### src/rtl/adc_seq_pkg.sv
/*
  Constants and types for the converter sequencer: register offsets, field positions,
  reset values and conversion cycle counts.
  Assumes a 32-bit AHB-Lite register bus and a 100 MHz system clock.
*/
// Contract
// - Writing start bit begins one conversion; bit reads one until hardware clears it.
// - Channel change during a conversion takes effect only after it completes.
// - Free-run mode converts continuously after one start, regardless of done flag.
// - Divider select sets prescale; prescaler runs while enabled, held reset otherwise.
// - A started conversion begins on the next rising converter clock edge.
// - Normal conversion lasts 13 converter cycles; first after enable lasts 25.
// - Sample-and-hold at 1.5 cycles normally, 13.5 cycles for first conversion.
// - Completion writes result, sets done flag, clears start bit in single mode.
// - Free-run mode starts next conversion immediately, start bit stays set.
// - Differential conversions align to half-rate clock: 13 cycles if low, 14 if high.
// - Automatic free-run differential conversions after the first take 14 cycles.
// - Selections pass through holding register, copied until start, then frozen.
// - Copying of selections resumes in the last cycle before done flag sets.
// - Free-run channel change after completion affects the result after next.
// - Enabled boundary-scan port overrides upper four analog inputs.
// - Low byte read blocks result updates until high byte read; flag still sets.
// - Selections have no effect while converter is disabled.
// - Ten-bit result right adjusted by default, left adjusted when selected.
`default_nettype none
package adc_seq_pkg;
  // Register byte offsets
  localparam logic [3:0] CTRL_OFFS   = 4'h0;
  localparam logic [3:0] SEL_OFFS    = 4'h4;
  localparam logic [3:0] RESLO_OFFS  = 4'h8;
  localparam logic [3:0] RESHI_OFFS  = 4'hC;
  // Control register fields
  localparam int DIV_LSB    = 0;
  localparam int DONE_BIT   = 4;
  localparam int FREE_BIT   = 5;
  localparam int START_BIT  = 6;
  localparam int ENABLE_BIT = 7;
  // Selection register fields
  localparam int CHAN_LSB   = 0;
  localparam int LEFT_BIT   = 5;
  localparam int REF_LSB    = 6;
  localparam logic [7:0] CTRL_RESET = 8'h00;
  localparam logic [7:0] SEL_RESET  = 8'h00;
  // Conversion timing in converter cycles, counted in half cycles
  localparam int NORMAL_CYCLES  = 13;
  localparam int FIRST_CYCLES   = 25;
  localparam int DIFF_CYCLES    = 14;
  localparam int NORMAL_SH_HALF = 3;
  localparam int FIRST_SH_HALF  = 27;
  // Channel codes at or above this value are differential
  localparam logic [4:0] DIFF_CHAN_MIN = 5'h08;
  localparam int CHAN_W = 5;
  localparam int REF_W  = 2;
  localparam int RES_W  = 10;
  typedef struct packed {
    logic [REF_W-1:0]  refSel;
    logic [CHAN_W-1:0] chan;
  } sel_t;
endpackage
`default_nettype wire

### src/rtl/adc_conv_if.sv
/*
  Interface carrying the converter timing events from the timing core to the top.
  Assumes both ends run on sys_clk.
*/
`default_nettype none
interface adc_conv_if;
  logic       convEdge;    // Converter clock rising edge pulse
  logic       halfEdge;    // Converter clock falling edge pulse
  logic       halfRate;    // Half-rate sync clock level
  modport core (output convEdge, output halfEdge, output halfRate);
  modport user (input convEdge, input halfEdge, input halfRate);
endinterface
`default_nettype wire

### src/rtl/adc_prescaler.sv
/*
  Converter clock prescaler: divides sys_clk by a power of two and marks edges.
  Assumes enable and divider select come from registers on sys_clk.
*/
`default_nettype none
module adc_prescaler #(
  parameter int CNT_W = 7
) (
  input  wire logic   sys_clk,     // System clock
  input  wire logic   srst,        // Sync reset, active high
  input  wire logic   enable,      // Converter enable
  input  wire logic [2:0] divSel,  // Divider select
  adc_conv_if.core    conv         // Edge events
);
  logic [CNT_W-1:0] cnt_ff;
  logic             convClk_ff;
  logic             halfRate_ff;
  logic             convEdge_ff;
  logic             halfEdge_ff;
  logic [CNT_W-1:0] halfPeriod;

  always_comb
  begin
    halfPeriod = (divSel == 3'h0) ? CNT_W'(1) : CNT_W'((1 << divSel) >> 1);
  end

  always_ff @(posedge sys_clk)
  begin
    if (srst || !enable)
    begin
      cnt_ff      <= '0;
      convClk_ff  <= 1'b0;
      halfRate_ff <= 1'b0;
      convEdge_ff <= 1'b0;
      halfEdge_ff <= 1'b0;
    end
    else if (cnt_ff + CNT_W'(1) >= halfPeriod)
    begin
      cnt_ff      <= '0;
      convClk_ff  <= !convClk_ff;
      convEdge_ff <= !convClk_ff;
      halfEdge_ff <= convClk_ff;
      if (!convClk_ff)
      begin
        halfRate_ff <= !halfRate_ff;
      end
    end
    else
    begin
      cnt_ff      <= cnt_ff + CNT_W'(1);
      convEdge_ff <= 1'b0;
      halfEdge_ff <= 1'b0;
    end
  end

  assign conv.convEdge = convEdge_ff;
  assign conv.halfEdge = halfEdge_ff;
  assign conv.halfRate = halfRate_ff;
endmodule
`default_nettype wire

### src/rtl/adc_conversion_sequencer.sv
/*
  Conversion sequencer top: AHB-Lite register slave, start/free-run control, conversion
  timing, selection buffering and result registers.
  Assumes an external analog core that samples on sampleHold and delivers convData.
*/
// The placing of the registers and register access over AHB-Lite were chosen for this implementation.
`default_nettype none
module adc_conversion_sequencer (
  input  wire logic        sys_clk,       // System clock, 100 MHz
  input  wire logic        srst,          // Sync reset, active high
  input  wire logic        hsel,          // AHB select
  input  wire logic [31:0] haddr,         // AHB address
  input  wire logic [1:0]  htrans,        // AHB transfer type
  input  wire logic        hwrite,        // AHB write
  input  wire logic [2:0]  hsize,         // AHB size
  input  wire logic [31:0] hwdata,        // AHB write data
  input  wire logic        hready,        // AHB ready in
  output logic      [31:0] hrdata,        // AHB read data
  output logic             hreadyout,     // AHB ready out
  output logic             hresp,         // AHB response
  input  wire logic [9:0]  convData,      // Result from analog core
  input  wire logic        scanEnable,    // Boundary-scan port enabled
  output logic      [4:0]  activeChan,    // Active channel selection
  output logic      [1:0]  activeRef,     // Active reference selection
  output logic             sampleHold,    // Sample-and-hold strobe
  output logic             convBusy,      // Conversion in progress
  output logic      [3:0]  upperPinOvr    // Upper analog pins overridden
);
  adc_conv_if conv ();

  logic [2:0]  divSel_ff;
  logic        enable_ff;
  logic        free_ff;
  logic        start_ff;
  logic        done_ff;
  adc_seq_pkg::sel_t hold_ff;
  adc_seq_pkg::sel_t active_ff;
  logic        left_ff;
  logic [9:0]  result_ff;
  logic        lock_ff;
  logic        firstConv_ff;
  logic        running_ff;
  logic        pending_ff;
  logic [2:0]  scanSync_ff;
  logic [5:0]  halfCnt_ff;
  logic [5:0]  endHalf_ff;
  logic        sampleHold_ff;
  logic        convBusy_ff;
  logic [3:0]  upperPinOvr_ff;
  logic [31:0] hrdata_ff;
  logic        wrPend_ff;
  logic        rdPend_ff;
  logic [3:0]  addr_ff;
  logic        addrOk_ff;
  logic        finish;
  logic        lastCycle;
  logic        wrCtrl;
  logic        wrSel;
  logic        rdLow;
  logic        rdHigh;
  logic        startNow;
  logic [5:0]  nxt_endHalf;

  function automatic logic isDiff(input logic [4:0] chan);
    isDiff = chan >= adc_seq_pkg::DIFF_CHAN_MIN;
  endfunction

  function automatic logic [5:0] halves(input int cycles);
    halves = 6'(2 * cycles);
  endfunction

  adc_prescaler #(
    .CNT_W (7)
  ) i_adc_prescaler (
    .sys_clk (sys_clk),
    .srst    (srst),
    .enable  (enable_ff),
    .divSel  (divSel_ff),
    .conv    (conv)
  );

  // Bus address phase capture, zero wait state
  always_ff @(posedge sys_clk)
  begin
    if (srst)
    begin
      wrPend_ff <= 1'b0;
      rdPend_ff <= 1'b0;
      addr_ff   <= '0;
      addrOk_ff <= 1'b0;
    end
    else if (hready)
    begin
      wrPend_ff <= hsel && htrans[1] && hwrite;
      rdPend_ff <= hsel && htrans[1] && !hwrite;
      addr_ff   <= haddr[3:0];
      addrOk_ff <= (haddr[31:4] == '0);
    end
  end

  assign wrCtrl = wrPend_ff && addrOk_ff && (addr_ff == adc_seq_pkg::CTRL_OFFS);
  assign wrSel  = wrPend_ff && addrOk_ff && (addr_ff == adc_seq_pkg::SEL_OFFS);
  assign rdLow  = rdPend_ff && addrOk_ff && (addr_ff == adc_seq_pkg::RESLO_OFFS);
  assign rdHigh = rdPend_ff && addrOk_ff && (addr_ff == adc_seq_pkg::RESHI_OFFS);

  // Read data mux, registered one cycle into the data phase
  always_comb
  begin
    hrdata = hrdata_ff;
  end

  always_ff @(posedge sys_clk)
  begin
    if (srst)
    begin
      hrdata_ff <= '0;
    end
    else if (hready && hsel && htrans[1] && !hwrite && haddr[31:4] == '0)
    begin
      unique case (haddr[3:0])
        adc_seq_pkg::CTRL_OFFS:
          hrdata_ff <= {24'h000000, enable_ff, start_ff, free_ff, done_ff, 1'b0, divSel_ff};
        adc_seq_pkg::SEL_OFFS:
          hrdata_ff <= {24'h000000, hold_ff.refSel, left_ff, hold_ff.chan};
        adc_seq_pkg::RESLO_OFFS:
          hrdata_ff <= left_ff ? {24'h000000, result_ff[1:0], 6'h00} : {24'h000000, result_ff[7:0]};
        adc_seq_pkg::RESHI_OFFS:
          hrdata_ff <= left_ff ? {24'h000000, result_ff[9:2]} : {24'h000000, 6'h00, result_ff[9:8]};
        default:
          hrdata_ff <= '0;
      endcase
    end
    else
    begin
      hrdata_ff <= '0;
    end
  end

  assign hreadyout = 1'b1;
  assign hresp     = 1'b0;

  // Control fields
  always_ff @(posedge sys_clk)
  begin
    if (srst)
    begin
      divSel_ff <= adc_seq_pkg::CTRL_RESET[2:0];
      enable_ff <= adc_seq_pkg::CTRL_RESET[adc_seq_pkg::ENABLE_BIT];
      free_ff   <= adc_seq_pkg::CTRL_RESET[adc_seq_pkg::FREE_BIT];
    end
    else if (wrCtrl)
    begin
      divSel_ff <= hwdata[adc_seq_pkg::DIV_LSB +: 3];
      enable_ff <= hwdata[adc_seq_pkg::ENABLE_BIT];
      free_ff   <= hwdata[adc_seq_pkg::FREE_BIT];
    end
  end

  assign finish    = running_ff && conv.convEdge && (halfCnt_ff + 6'd1 == endHalf_ff);
  assign lastCycle = running_ff && (halfCnt_ff + 6'd2 >= endHalf_ff);

  // start bit set by software, held during conversion
  always_ff @(posedge sys_clk)
  begin
    if (srst || !enable_ff)
    begin
      start_ff <= 1'b0;
    end
    else if (wrCtrl && hwdata[adc_seq_pkg::START_BIT] && hwdata[adc_seq_pkg::ENABLE_BIT])
    begin
      start_ff <= 1'b1;
    end
    else if (finish && !free_ff)
    begin
      start_ff <= 1'b0;
    end
  end

  // done flag; set wins over write-one clear
  always_ff @(posedge sys_clk)
  begin
    if (srst)
    begin
      done_ff <= 1'b0;
    end
    else if (finish)
    begin
      done_ff <= 1'b1;
    end
    else if (wrCtrl && hwdata[adc_seq_pkg::DONE_BIT])
    begin
      done_ff <= 1'b0;
    end
  end

  // wait for next converter clock rising edge
  always_ff @(posedge sys_clk)
  begin
    if (srst || !enable_ff)
    begin
      pending_ff <= 1'b0;
    end
    else if (wrCtrl && hwdata[adc_seq_pkg::START_BIT] && !running_ff && !start_ff)
    begin
      pending_ff <= 1'b1;
    end
    else if (conv.convEdge)
    begin
      pending_ff <= 1'b0;
    end
  end

  // free run restarts without regard to done flag
  assign startNow = (conv.convEdge && pending_ff) || (finish && free_ff);

  always_comb
  begin
    if (firstConv_ff && !finish)
    begin
      nxt_endHalf = halves(adc_seq_pkg::FIRST_CYCLES);
    end
    else if (isDiff(active_ff.chan) && (finish || conv.halfRate))
    begin
      nxt_endHalf = halves(adc_seq_pkg::DIFF_CYCLES);
    end
    else
    begin
      nxt_endHalf = halves(adc_seq_pkg::NORMAL_CYCLES);
    end
  end

  // Conversion sequencing in half converter cycles
  always_ff @(posedge sys_clk)
  begin
    if (srst || !enable_ff)
    begin
      running_ff   <= 1'b0;
      halfCnt_ff   <= '0;
      endHalf_ff   <= '0;
      firstConv_ff <= 1'b1;
    end
    else if (startNow)
    begin
      running_ff   <= 1'b1;
      halfCnt_ff   <= '0;
      endHalf_ff   <= nxt_endHalf;
      firstConv_ff <= firstConv_ff && !finish;
    end
    else if (running_ff && (conv.convEdge || conv.halfEdge))
    begin
      halfCnt_ff <= halfCnt_ff + 6'd1;
      if (finish)
      begin
        running_ff   <= 1'b0;
        firstConv_ff <= 1'b0;
      end
    end
  end

  always_ff @(posedge sys_clk)
  begin
    if (srst)
    begin
      sampleHold_ff <= 1'b0;
    end
    else
    begin
      sampleHold_ff <= running_ff && conv.halfEdge &&
        (halfCnt_ff + 6'd1 == (firstConv_ff ? 6'(adc_seq_pkg::FIRST_SH_HALF) :
                                              6'(adc_seq_pkg::NORMAL_SH_HALF)));
    end
  end

  // Holding register written by software
  always_ff @(posedge sys_clk)
  begin
    if (srst)
    begin
      hold_ff.chan   <= adc_seq_pkg::SEL_RESET[adc_seq_pkg::CHAN_LSB +: adc_seq_pkg::CHAN_W];
      hold_ff.refSel <= adc_seq_pkg::SEL_RESET[adc_seq_pkg::REF_LSB +: adc_seq_pkg::REF_W];
      left_ff <= adc_seq_pkg::SEL_RESET[adc_seq_pkg::LEFT_BIT];
    end
    else if (wrSel)
    begin
      hold_ff.chan   <= hwdata[adc_seq_pkg::CHAN_LSB +: adc_seq_pkg::CHAN_W];
      hold_ff.refSel <= hwdata[adc_seq_pkg::REF_LSB +: adc_seq_pkg::REF_W];
      left_ff        <= hwdata[adc_seq_pkg::LEFT_BIT];
    end
  end

  always_ff @(posedge sys_clk)
  begin
    if (srst)
    begin
      active_ff <= '0;
    end
    else if (enable_ff && (!running_ff || lastCycle) && !startNow)
    begin
      active_ff <= hold_ff;
    end
  end

  // result blocked between low and high byte reads
  always_ff @(posedge sys_clk)
  begin
    if (srst)
    begin
      lock_ff <= 1'b0;
    end
    else if (rdLow)
    begin
      lock_ff <= 1'b1;
    end
    else if (rdHigh)
    begin
      lock_ff <= 1'b0;
    end
  end

  always_ff @(posedge sys_clk)
  begin
    if (srst)
    begin
      result_ff <= '0;
    end
    else if (finish && !lock_ff)
    begin
      result_ff <= convData;
    end
  end

  // Scan enable from another domain, three stages
  always_ff @(posedge sys_clk)
  begin
    scanSync_ff <= {scanSync_ff[1:0], scanEnable};
  end

  // Status outputs
  always_ff @(posedge sys_clk)
  begin
    if (srst)
    begin
      convBusy_ff    <= 1'b0;
      upperPinOvr_ff <= 4'h0;
    end
    else
    begin
      convBusy_ff    <= running_ff;
      if (scanSync_ff[1] == scanSync_ff[2])
      begin
        upperPinOvr_ff <= {4{scanSync_ff[2]}};
      end
    end
  end

  assign activeChan  = active_ff.chan;
  assign activeRef   = active_ff.refSel;
  assign sampleHold  = sampleHold_ff;
  assign convBusy    = convBusy_ff;
  assign upperPinOvr = upperPinOvr_ff;
endmodule
`default_nettype wire

### config.mk
export PLATFORM = sky130hd
export DESIGN_NAME = adc_conversion_sequencer
export DESIGN_NICKNAME = d
export VERILOG_FILES = /design/src/rtl/adc_seq_pkg.sv /design/src/rtl/adc_conv_if.sv /design/src/rtl/adc_prescaler.sv /design/src/rtl/adc_conversion_sequencer.sv
export SDC_FILE = /design/constraint.sdc
export NUM_CORES = 1
export LEC_CHECK = 0
export BUFFER_PORTS_ARGS = -buffer_cell sky130_fd_sc_hd__buf_4
export CORE_ASPECT_RATIO = 0.7
export CORE_MARGIN = 3
export CORE_UTILIZATION = 34
export CTS_BUF_LIST = sky130_fd_sc_hd__clkbuf_8
export DETAILED_ROUTE_END_ITERATION = 7
export GPL_TIMING_DRIVEN = 0
export PLACE_DENSITY = 0.64
export SYNTH_ARGS = -nofsm -noshare
export SYNTH_HDL_FRONTEND = slang
export SYNTH_SLANG_ARGS = --single-unit
export TNS_END_PERCENT = 10
### constraint.sdc
create_clock -name sys_clk -period 4.4 [get_ports sys_clk]
set_input_delay 0.44 -clock sys_clk [delete_from_list [all_inputs] [get_ports sys_clk]]
set_output_delay 0.44 -clock sys_clk [all_outputs]
set_load 0.01 [all_outputs]
* After elaboration in Yosys (flattened, before gate mapping)
Index checks and enable logic that the tools add are counted.
** Cells by class
- Equal/unequal tests :: 9
- Reductions and logical operators :: 63
- Mux-type cells :: 19
- Bitwise operators :: 3
- Divide/modulo/power cells :: 0
- $add $sub $neg :: 3
- Magnitude comparators :: 3
- Shift operators :: 1
- Multipliers :: 0
** Operators with widths (number)
- logical AND 1 bit :: 32
- one-hot mux 8 bit (4 select lines) :: 1
- logical NOT 28 bit :: 1
- equality test 4 bit, second input constant :: 4
- 2-to-1 mux 8 bit :: 2
- 2-to-1 mux 1 bit :: 12
- nonzero test 2 bit :: 6
- logical NOT 1 bit :: 10
- equality test 4 x 3 -> 1 bit, second input constant :: 2
- logical NOT 4 bit :: 2
- OR reduction 2 bit :: 4
- << shifter 1 x 3 -> 8 bit, first input constant :: 1
- adder 7 x 1 -> 7 bit, second input constant :: 1
- greater-or-equal comparator 7 bit :: 1
- 2-to-1 mux 7 bit :: 1
- adder 6 x 1 -> 6 bit, second input constant :: 1
- adder 6 x 2 -> 6 bit, second input constant :: 1
- equality test 6 x 5 -> 1 bit :: 1
- equality test 6 bit :: 1
- greater-or-equal comparator 6 bit :: 1
- 2-to-1 mux 6 bit :: 1
- greater-or-equal comparator 5 x 4 -> 1 bit, second input constant :: 1
- logical OR 1 bit :: 5
- 2-to-1 mux 5 bit :: 1
- other kinds (5) :: 8
** Word-level totals
- Register bits after elaboration :: 104
- Memory bits (writable) :: 0
- Latch bits :: 0
- ROM bits :: 0
- Bits of input ports :: 85
- Memories kept :: 0

* Depth between registers and ports, before layout
- Word-level depth :: 7
- Mapped depth :: 10
- Mapped depth without buffers :: 9

* Hierarchy
Synthesis repeated with hierarchy kept, for this count alone.
** Unflattened totals
- Cell total of the unflattened synthesis :: 470
- Area, all modules :: 4127.7 um2
** Modules (own cells, without submodules)
- adc_conversion_sequencer :: cells each 399, area each 3467.1 um2, times used 1
- adc_prescaler :: cells each 71, area each 660.6 um2, times used 1

* Worst setup path before layout
Ideal clock, no wire load.
- Path type :: reg2reg
- Start :: register halfCnt_ff[0]
- End :: register active_ff (netlist bit activeChan[0])
- Data arrival time :: 2.053 ns
- Slack :: 2.225 ns
- Period minus slack after synthesis :: 2.175 ns
- Stages on the path, launching flop included :: 10
- Cells stage by stage :: dfxtp_1 inv_1 ha_1 xor2_1 o211ai_1 or3b_1 o31ai_2 nor3b_1 buf_2 mux2i_1
** On the way
- Cells in the longest elaborated chain, start to end :: 7
- Elaborated cells on any way between the ends :: 12
** Ends and longest elaborated chain
- from (decl) :: RTL line adc_conversion_sequencer.sv:45 : logic [5:0] halfCnt_ff;
- from (signal assigned) :: RTL line adc_conversion_sequencer.sv:251 : halfCnt_ff <= halfCnt_ff + 6'd1;
- branches (longest 6 deep; another with adder 6 x 2 -> 6 bit)
- logical AND 1 bit (*) :: RTL line adc_conversion_sequencer.sv:297 : else if (enable_ff && (!running_ff || lastCycle) && !startNow)
- to (signal assigned) :: RTL line adc_conversion_sequencer.sv:299 : active_ff <= hold_ff;
- to (decl) :: RTL line adc_conversion_sequencer.sv:37 : adc_seq_pkg::sel_t active_ff;
Every way passes the cells marked *.
A chain may end at the register's enable or synchronous reset.

* Worst setup path in the final report
- Start :: register halfCnt_ff[0]
- End :: register endHalf_ff[3]
** On the way
- Cells in the longest elaborated chain, start to end :: 6
- Elaborated cells on any way between the ends :: 8
** Ends and longest elaborated chain
- adder 6 x 1 -> 6 bit (*) :: RTL line adc_conversion_sequencer.sv:159 : assign finish = running_ff && conv.convEdge && (halfCnt_ff + 6'd1 == endHalf_ff);
- equality test 6 bit (*) :: RTL line adc_conversion_sequencer.sv:159
- logical AND 1 bit (*) :: RTL line adc_conversion_sequencer.sv:159
- logical NOT 1 bit :: RTL line adc_conversion_sequencer.sv:218 : if (firstConv_ff && !finish)
- logical AND 1 bit :: RTL line adc_conversion_sequencer.sv:218
- 2-to-1 mux 6 bit :: RTL line adc_conversion_sequencer.sv:218
- to (signal assigned) :: RTL line adc_conversion_sequencer.sv:246 : endHalf_ff <= nxt_endHalf;
- to (decl) :: RTL line adc_conversion_sequencer.sv:46 : logic [5:0] endHalf_ff;
Every way passes the cells marked *; elsewhere a longest branch is shown, timed or not.

==> flow_metrics.py <==
metrics = {
    "run_status": {
        "status": "complete, no violations",
    },
    "cells_and_area": {
        "synthToLayoutAreaGrowth_pct": 26.42,
        "drive_gt1_frac": 0.2329,
        "final_nets": 680,
        "antenna_cells": 0,
        "instances_no_fill": 741,
    },
    "place": {
        "gp_congestion": 0.8380,
        "pre_cts_ws_ns": 1.917,
        "place_inst": 725,
        "dp_hpwl_um": 8089,
        "port_buffers": 75,
    },
    "timing": {
        "setup_slack_ns": 1.861,
        "setup_viol": 0,
        "period_needed_ns": 2.539,
        "slew_headroom": 0.5372,
        "final_hold_viol_count": 0,
        "max_freq_mhz": 393.8,
        "drv_slew": 0,
        "tightest_slew_ns": 0.6869,
        "fin_skew_ns": 0.009669,
        "setup_tns_ns": 0,
        "grt_setup_unrepaired": "false",
        "period_share": 0.5771,
    },
    "hold_path": {
        "worstHoldEndpoint": "scanSync_ff[0]",
        "hold_depth": 1,
        "min_path_type": "input port to flop",
        "holdCritStartpoint": "scanEnable",
    },
    "drt": {
        "wl_met2_um": 4450,
        "drc": 0,
        "met1_length_um": 5179,
        "initialDrtViolationCount": 218,
        "dr.pass1.iters": 5,
        "dr_wl_met3_um": 646,
        "ant_nets": 0,
        "wirelength_um": 10390,
        "routedWlPerCell_um": 14.03,
        "via_per_inst": 4.846,
        "dr.max_layer_used": "met4",
        "vias": 3591,
    },
    "setup_path": {
        "reg2regPathDepth": 8,
        "worstPathArrival_ns": 2.84,
        "reg2reg_to": "endHalf_ff[3]",
        "required_ns": 4.70,
        "regToRegSetupSlack_ns": 1.86,
        "end_kind": "flop",
        "crit_fanout": 10,
        "path_class": "flop to flop",
        "r2r_start": "halfCnt_ff[0]",
        "crit_start": "halfCnt_ff[0]",
        "cp-start-kind": "flop",
    },
    "die": {
        "num_io_pins": 132,
        "initial_core_util": 0.3509,
        "placementRows": 33,
        "die_x_um": 138.0,
        "dieArea_um2": 13570,
        "core-area_um2": 11810,
        "die_h_um": 98.37,
    },
    "global_routing": {
        "grt_max_degree": 14,
        "grt_usage": 0.1553,
        "antenna_found_initial": 0,
        "globalRoute.totalOverflow": 0,
        "grt_pass1_vias": 3425,
        "grt_pass1_wl_um": 16620,
    },
    "cts": {
        "clockRootBuffer": "clkbuf_8",
        "cts.sinks": 79,
        "cts_resized": 0,
        "clk_path_buf_depth": 2,
        "ctsHtreeMaxLevel": 3,
        "cts_setup_buffers": 0,
        "cts_buffers": 9,
        "worstSkewPairLatency_ns": 0.36,
        "cts_hold_buf": 0,
        "clk_pin_slew_ns": 0.08,
        "cts_tree": "yes",
    },
    "power_and_ir_drop": {
        "switching_share": 0.2154,
        "peakVddDrop_mv": 0.1391,
        "combPwrFrac": 0.074,
        "leakagePower_nw": 2.172,
        "p_seq_frac": 0.484,
        "switching_power_uw": 321.4,
        "p_int_mw": 1.171,
        "p_per_area_nw_per_um2": 284.8,
        "pwr-share-clk": 0.442,
    },
    "synthesis": {
        "yosys_warnings": 0,
        "avgSynthCellArea_um2": 8.836,
        "synthesis.instances": 469,
        "synthTopCellsByCount": "79 x dfxtp_1, 65 x nor2_1, 42 x mux2i_1, 30 x buf_4",
        "ys_seq_area_frac": 0.3816,
        "synth_top_cell_by_area": "dfxtp_1",
        "synth_area_leaders": "dfxtp_1 38%, mux2i_1 10%, nor2_1 5.9%",
        "syn_area_um2": 4144,
        "synth_edf_count": 0,
        "synth_ff_type": "dfxtp_1",
        "postSynthRegisterBits": 79,
        "synth-async-reset-ratio": 0,
        "synth.most_common_cell": "dfxtp_1",
        "synth_cell_type_count": 58,
        "yosysTopAreaCellShare": 0.3816,
    },
    "flow_run": {
        "max_cap_violations": 0,
    },
}
-- cells by family (layout without fill, tap and decap cells) --
group,Yosys count,after routing,share of synthesized area
AO/OA/AOI/OAI,66,66,0.1117
XOR/XNOR,20,20,0.04227
adder cells (fa/ha/maj),16,16,0.04831
buffers and inverters,65,156,0.08937
flip-flops,79,79,0.3816
multiplexers,42,42,0.1014
other,2,26,0.001812
AND/OR/NAND/NOR,179,179,0.2234
-- layer usage --
| layer | vias up | track usage |
|---|---|---|
| li1 | 1809 | - |
| met1 | 1666 | 0.2284 |
| met5 | - | 0 |
| met4 | 0 | 0.04556 |
| met3 | 14 | 0.03296 |
| met2 | 102 | 0.2279 |
-- power groups by stage --
stage,sequential (mW),clock (mW),combinational (mW)
6_report,0.722,0.660,0.110
5_1_grt,0.723,0.705,0.119
4_1_cts,0.722,0.675,0.109
3_5_place_dp,0.739,0,0.109
3_3_place_gp,0.739,0,0.107
2_1_floorplan,0.738,0,0.0546
-- per-stage QoR --
step	util	cell area [um2]	hold WS, ns	power, mW
5_1_grt	0.4436	5239	0.1668	1.548
3_3_place_gp	0.4229	4994	0.3162	0.8454
2_1_floorplan	-	4234	0.3096	0.7930
3_5_place_dp	0.4229	4994	0.3154	0.8477
6_report	0.4436	5239	0.1815	1.492
4_1_cts	0.4436	5239	0.1626	1.506
-- placed cells by master (no fill, tap or decap), types with 11 or more instances in the layout --
master | synthesis | routed
nand3_1 | 13 | 13
a21oi_1 | 15 | 15
nand2_1 | 22 | 22
inv_1 | 11 | 11
xnor2_1 | 11 | 11
buf_4 | 30 | 105
ha_1 | 16 | 16
conb_1 | 2 | 26
clkbuf_1 | 18 | 18
mux2i_1 | 42 | 42
dfxtp_1 | 79 | 79
nand2b_1 | 22 | 22
nor2_1 | 65 | 65
-- critical path, stage by stage (launching register included) --
cell and delay, ns:
dfxtp_1 0.48, inv_1 0.12, ha_1 0.34, xor2_1 0.16, o211ai_1 0.19, or3b_1 0.40
o31ai_2 0.29, buf_2 0.30, o221a_1 0.20
-- registers in the layout, indices dropped and copies added (netlist names), 2 cells and up --
register and count:
result_ff 10, addr_ff 4, activeChan 5, i_adc_prescaler.cnt_ff 7, endHalf_ff 5, divSel_ff 3
activeRef 2, scanSync_ff 3, hrdata 8, halfCnt_ff 6, hold_ff 7
-- worst max path at each step --
stage / endpoint / slack, ns / depth (start not counted)
floorplan: activeChan[0] / 2.22 / 9
global placement: endHalf_ff[3] / 1.94 / 8
detailed placement: endHalf_ff[3] / 1.92 / 8
CTS: endHalf_ff[1] / 1.89 / 8
global route: endHalf_ff[3] / 1.66 / 8
finish: endHalf_ff[3] / 1.86 / 8
-- layout make-up --
cell class              count  area, um2
fillers                  1166       6570
multi-input cells         349       2282
flip-flops and latches     79       1582
repair buffers             75      563.0
plain buffers              54      329.1
well taps                 157      196.4
clock buffers              10      137.6
clock inverters             6      107.6
inverters                  11      41.29
(Power assumes the default switching activity.)
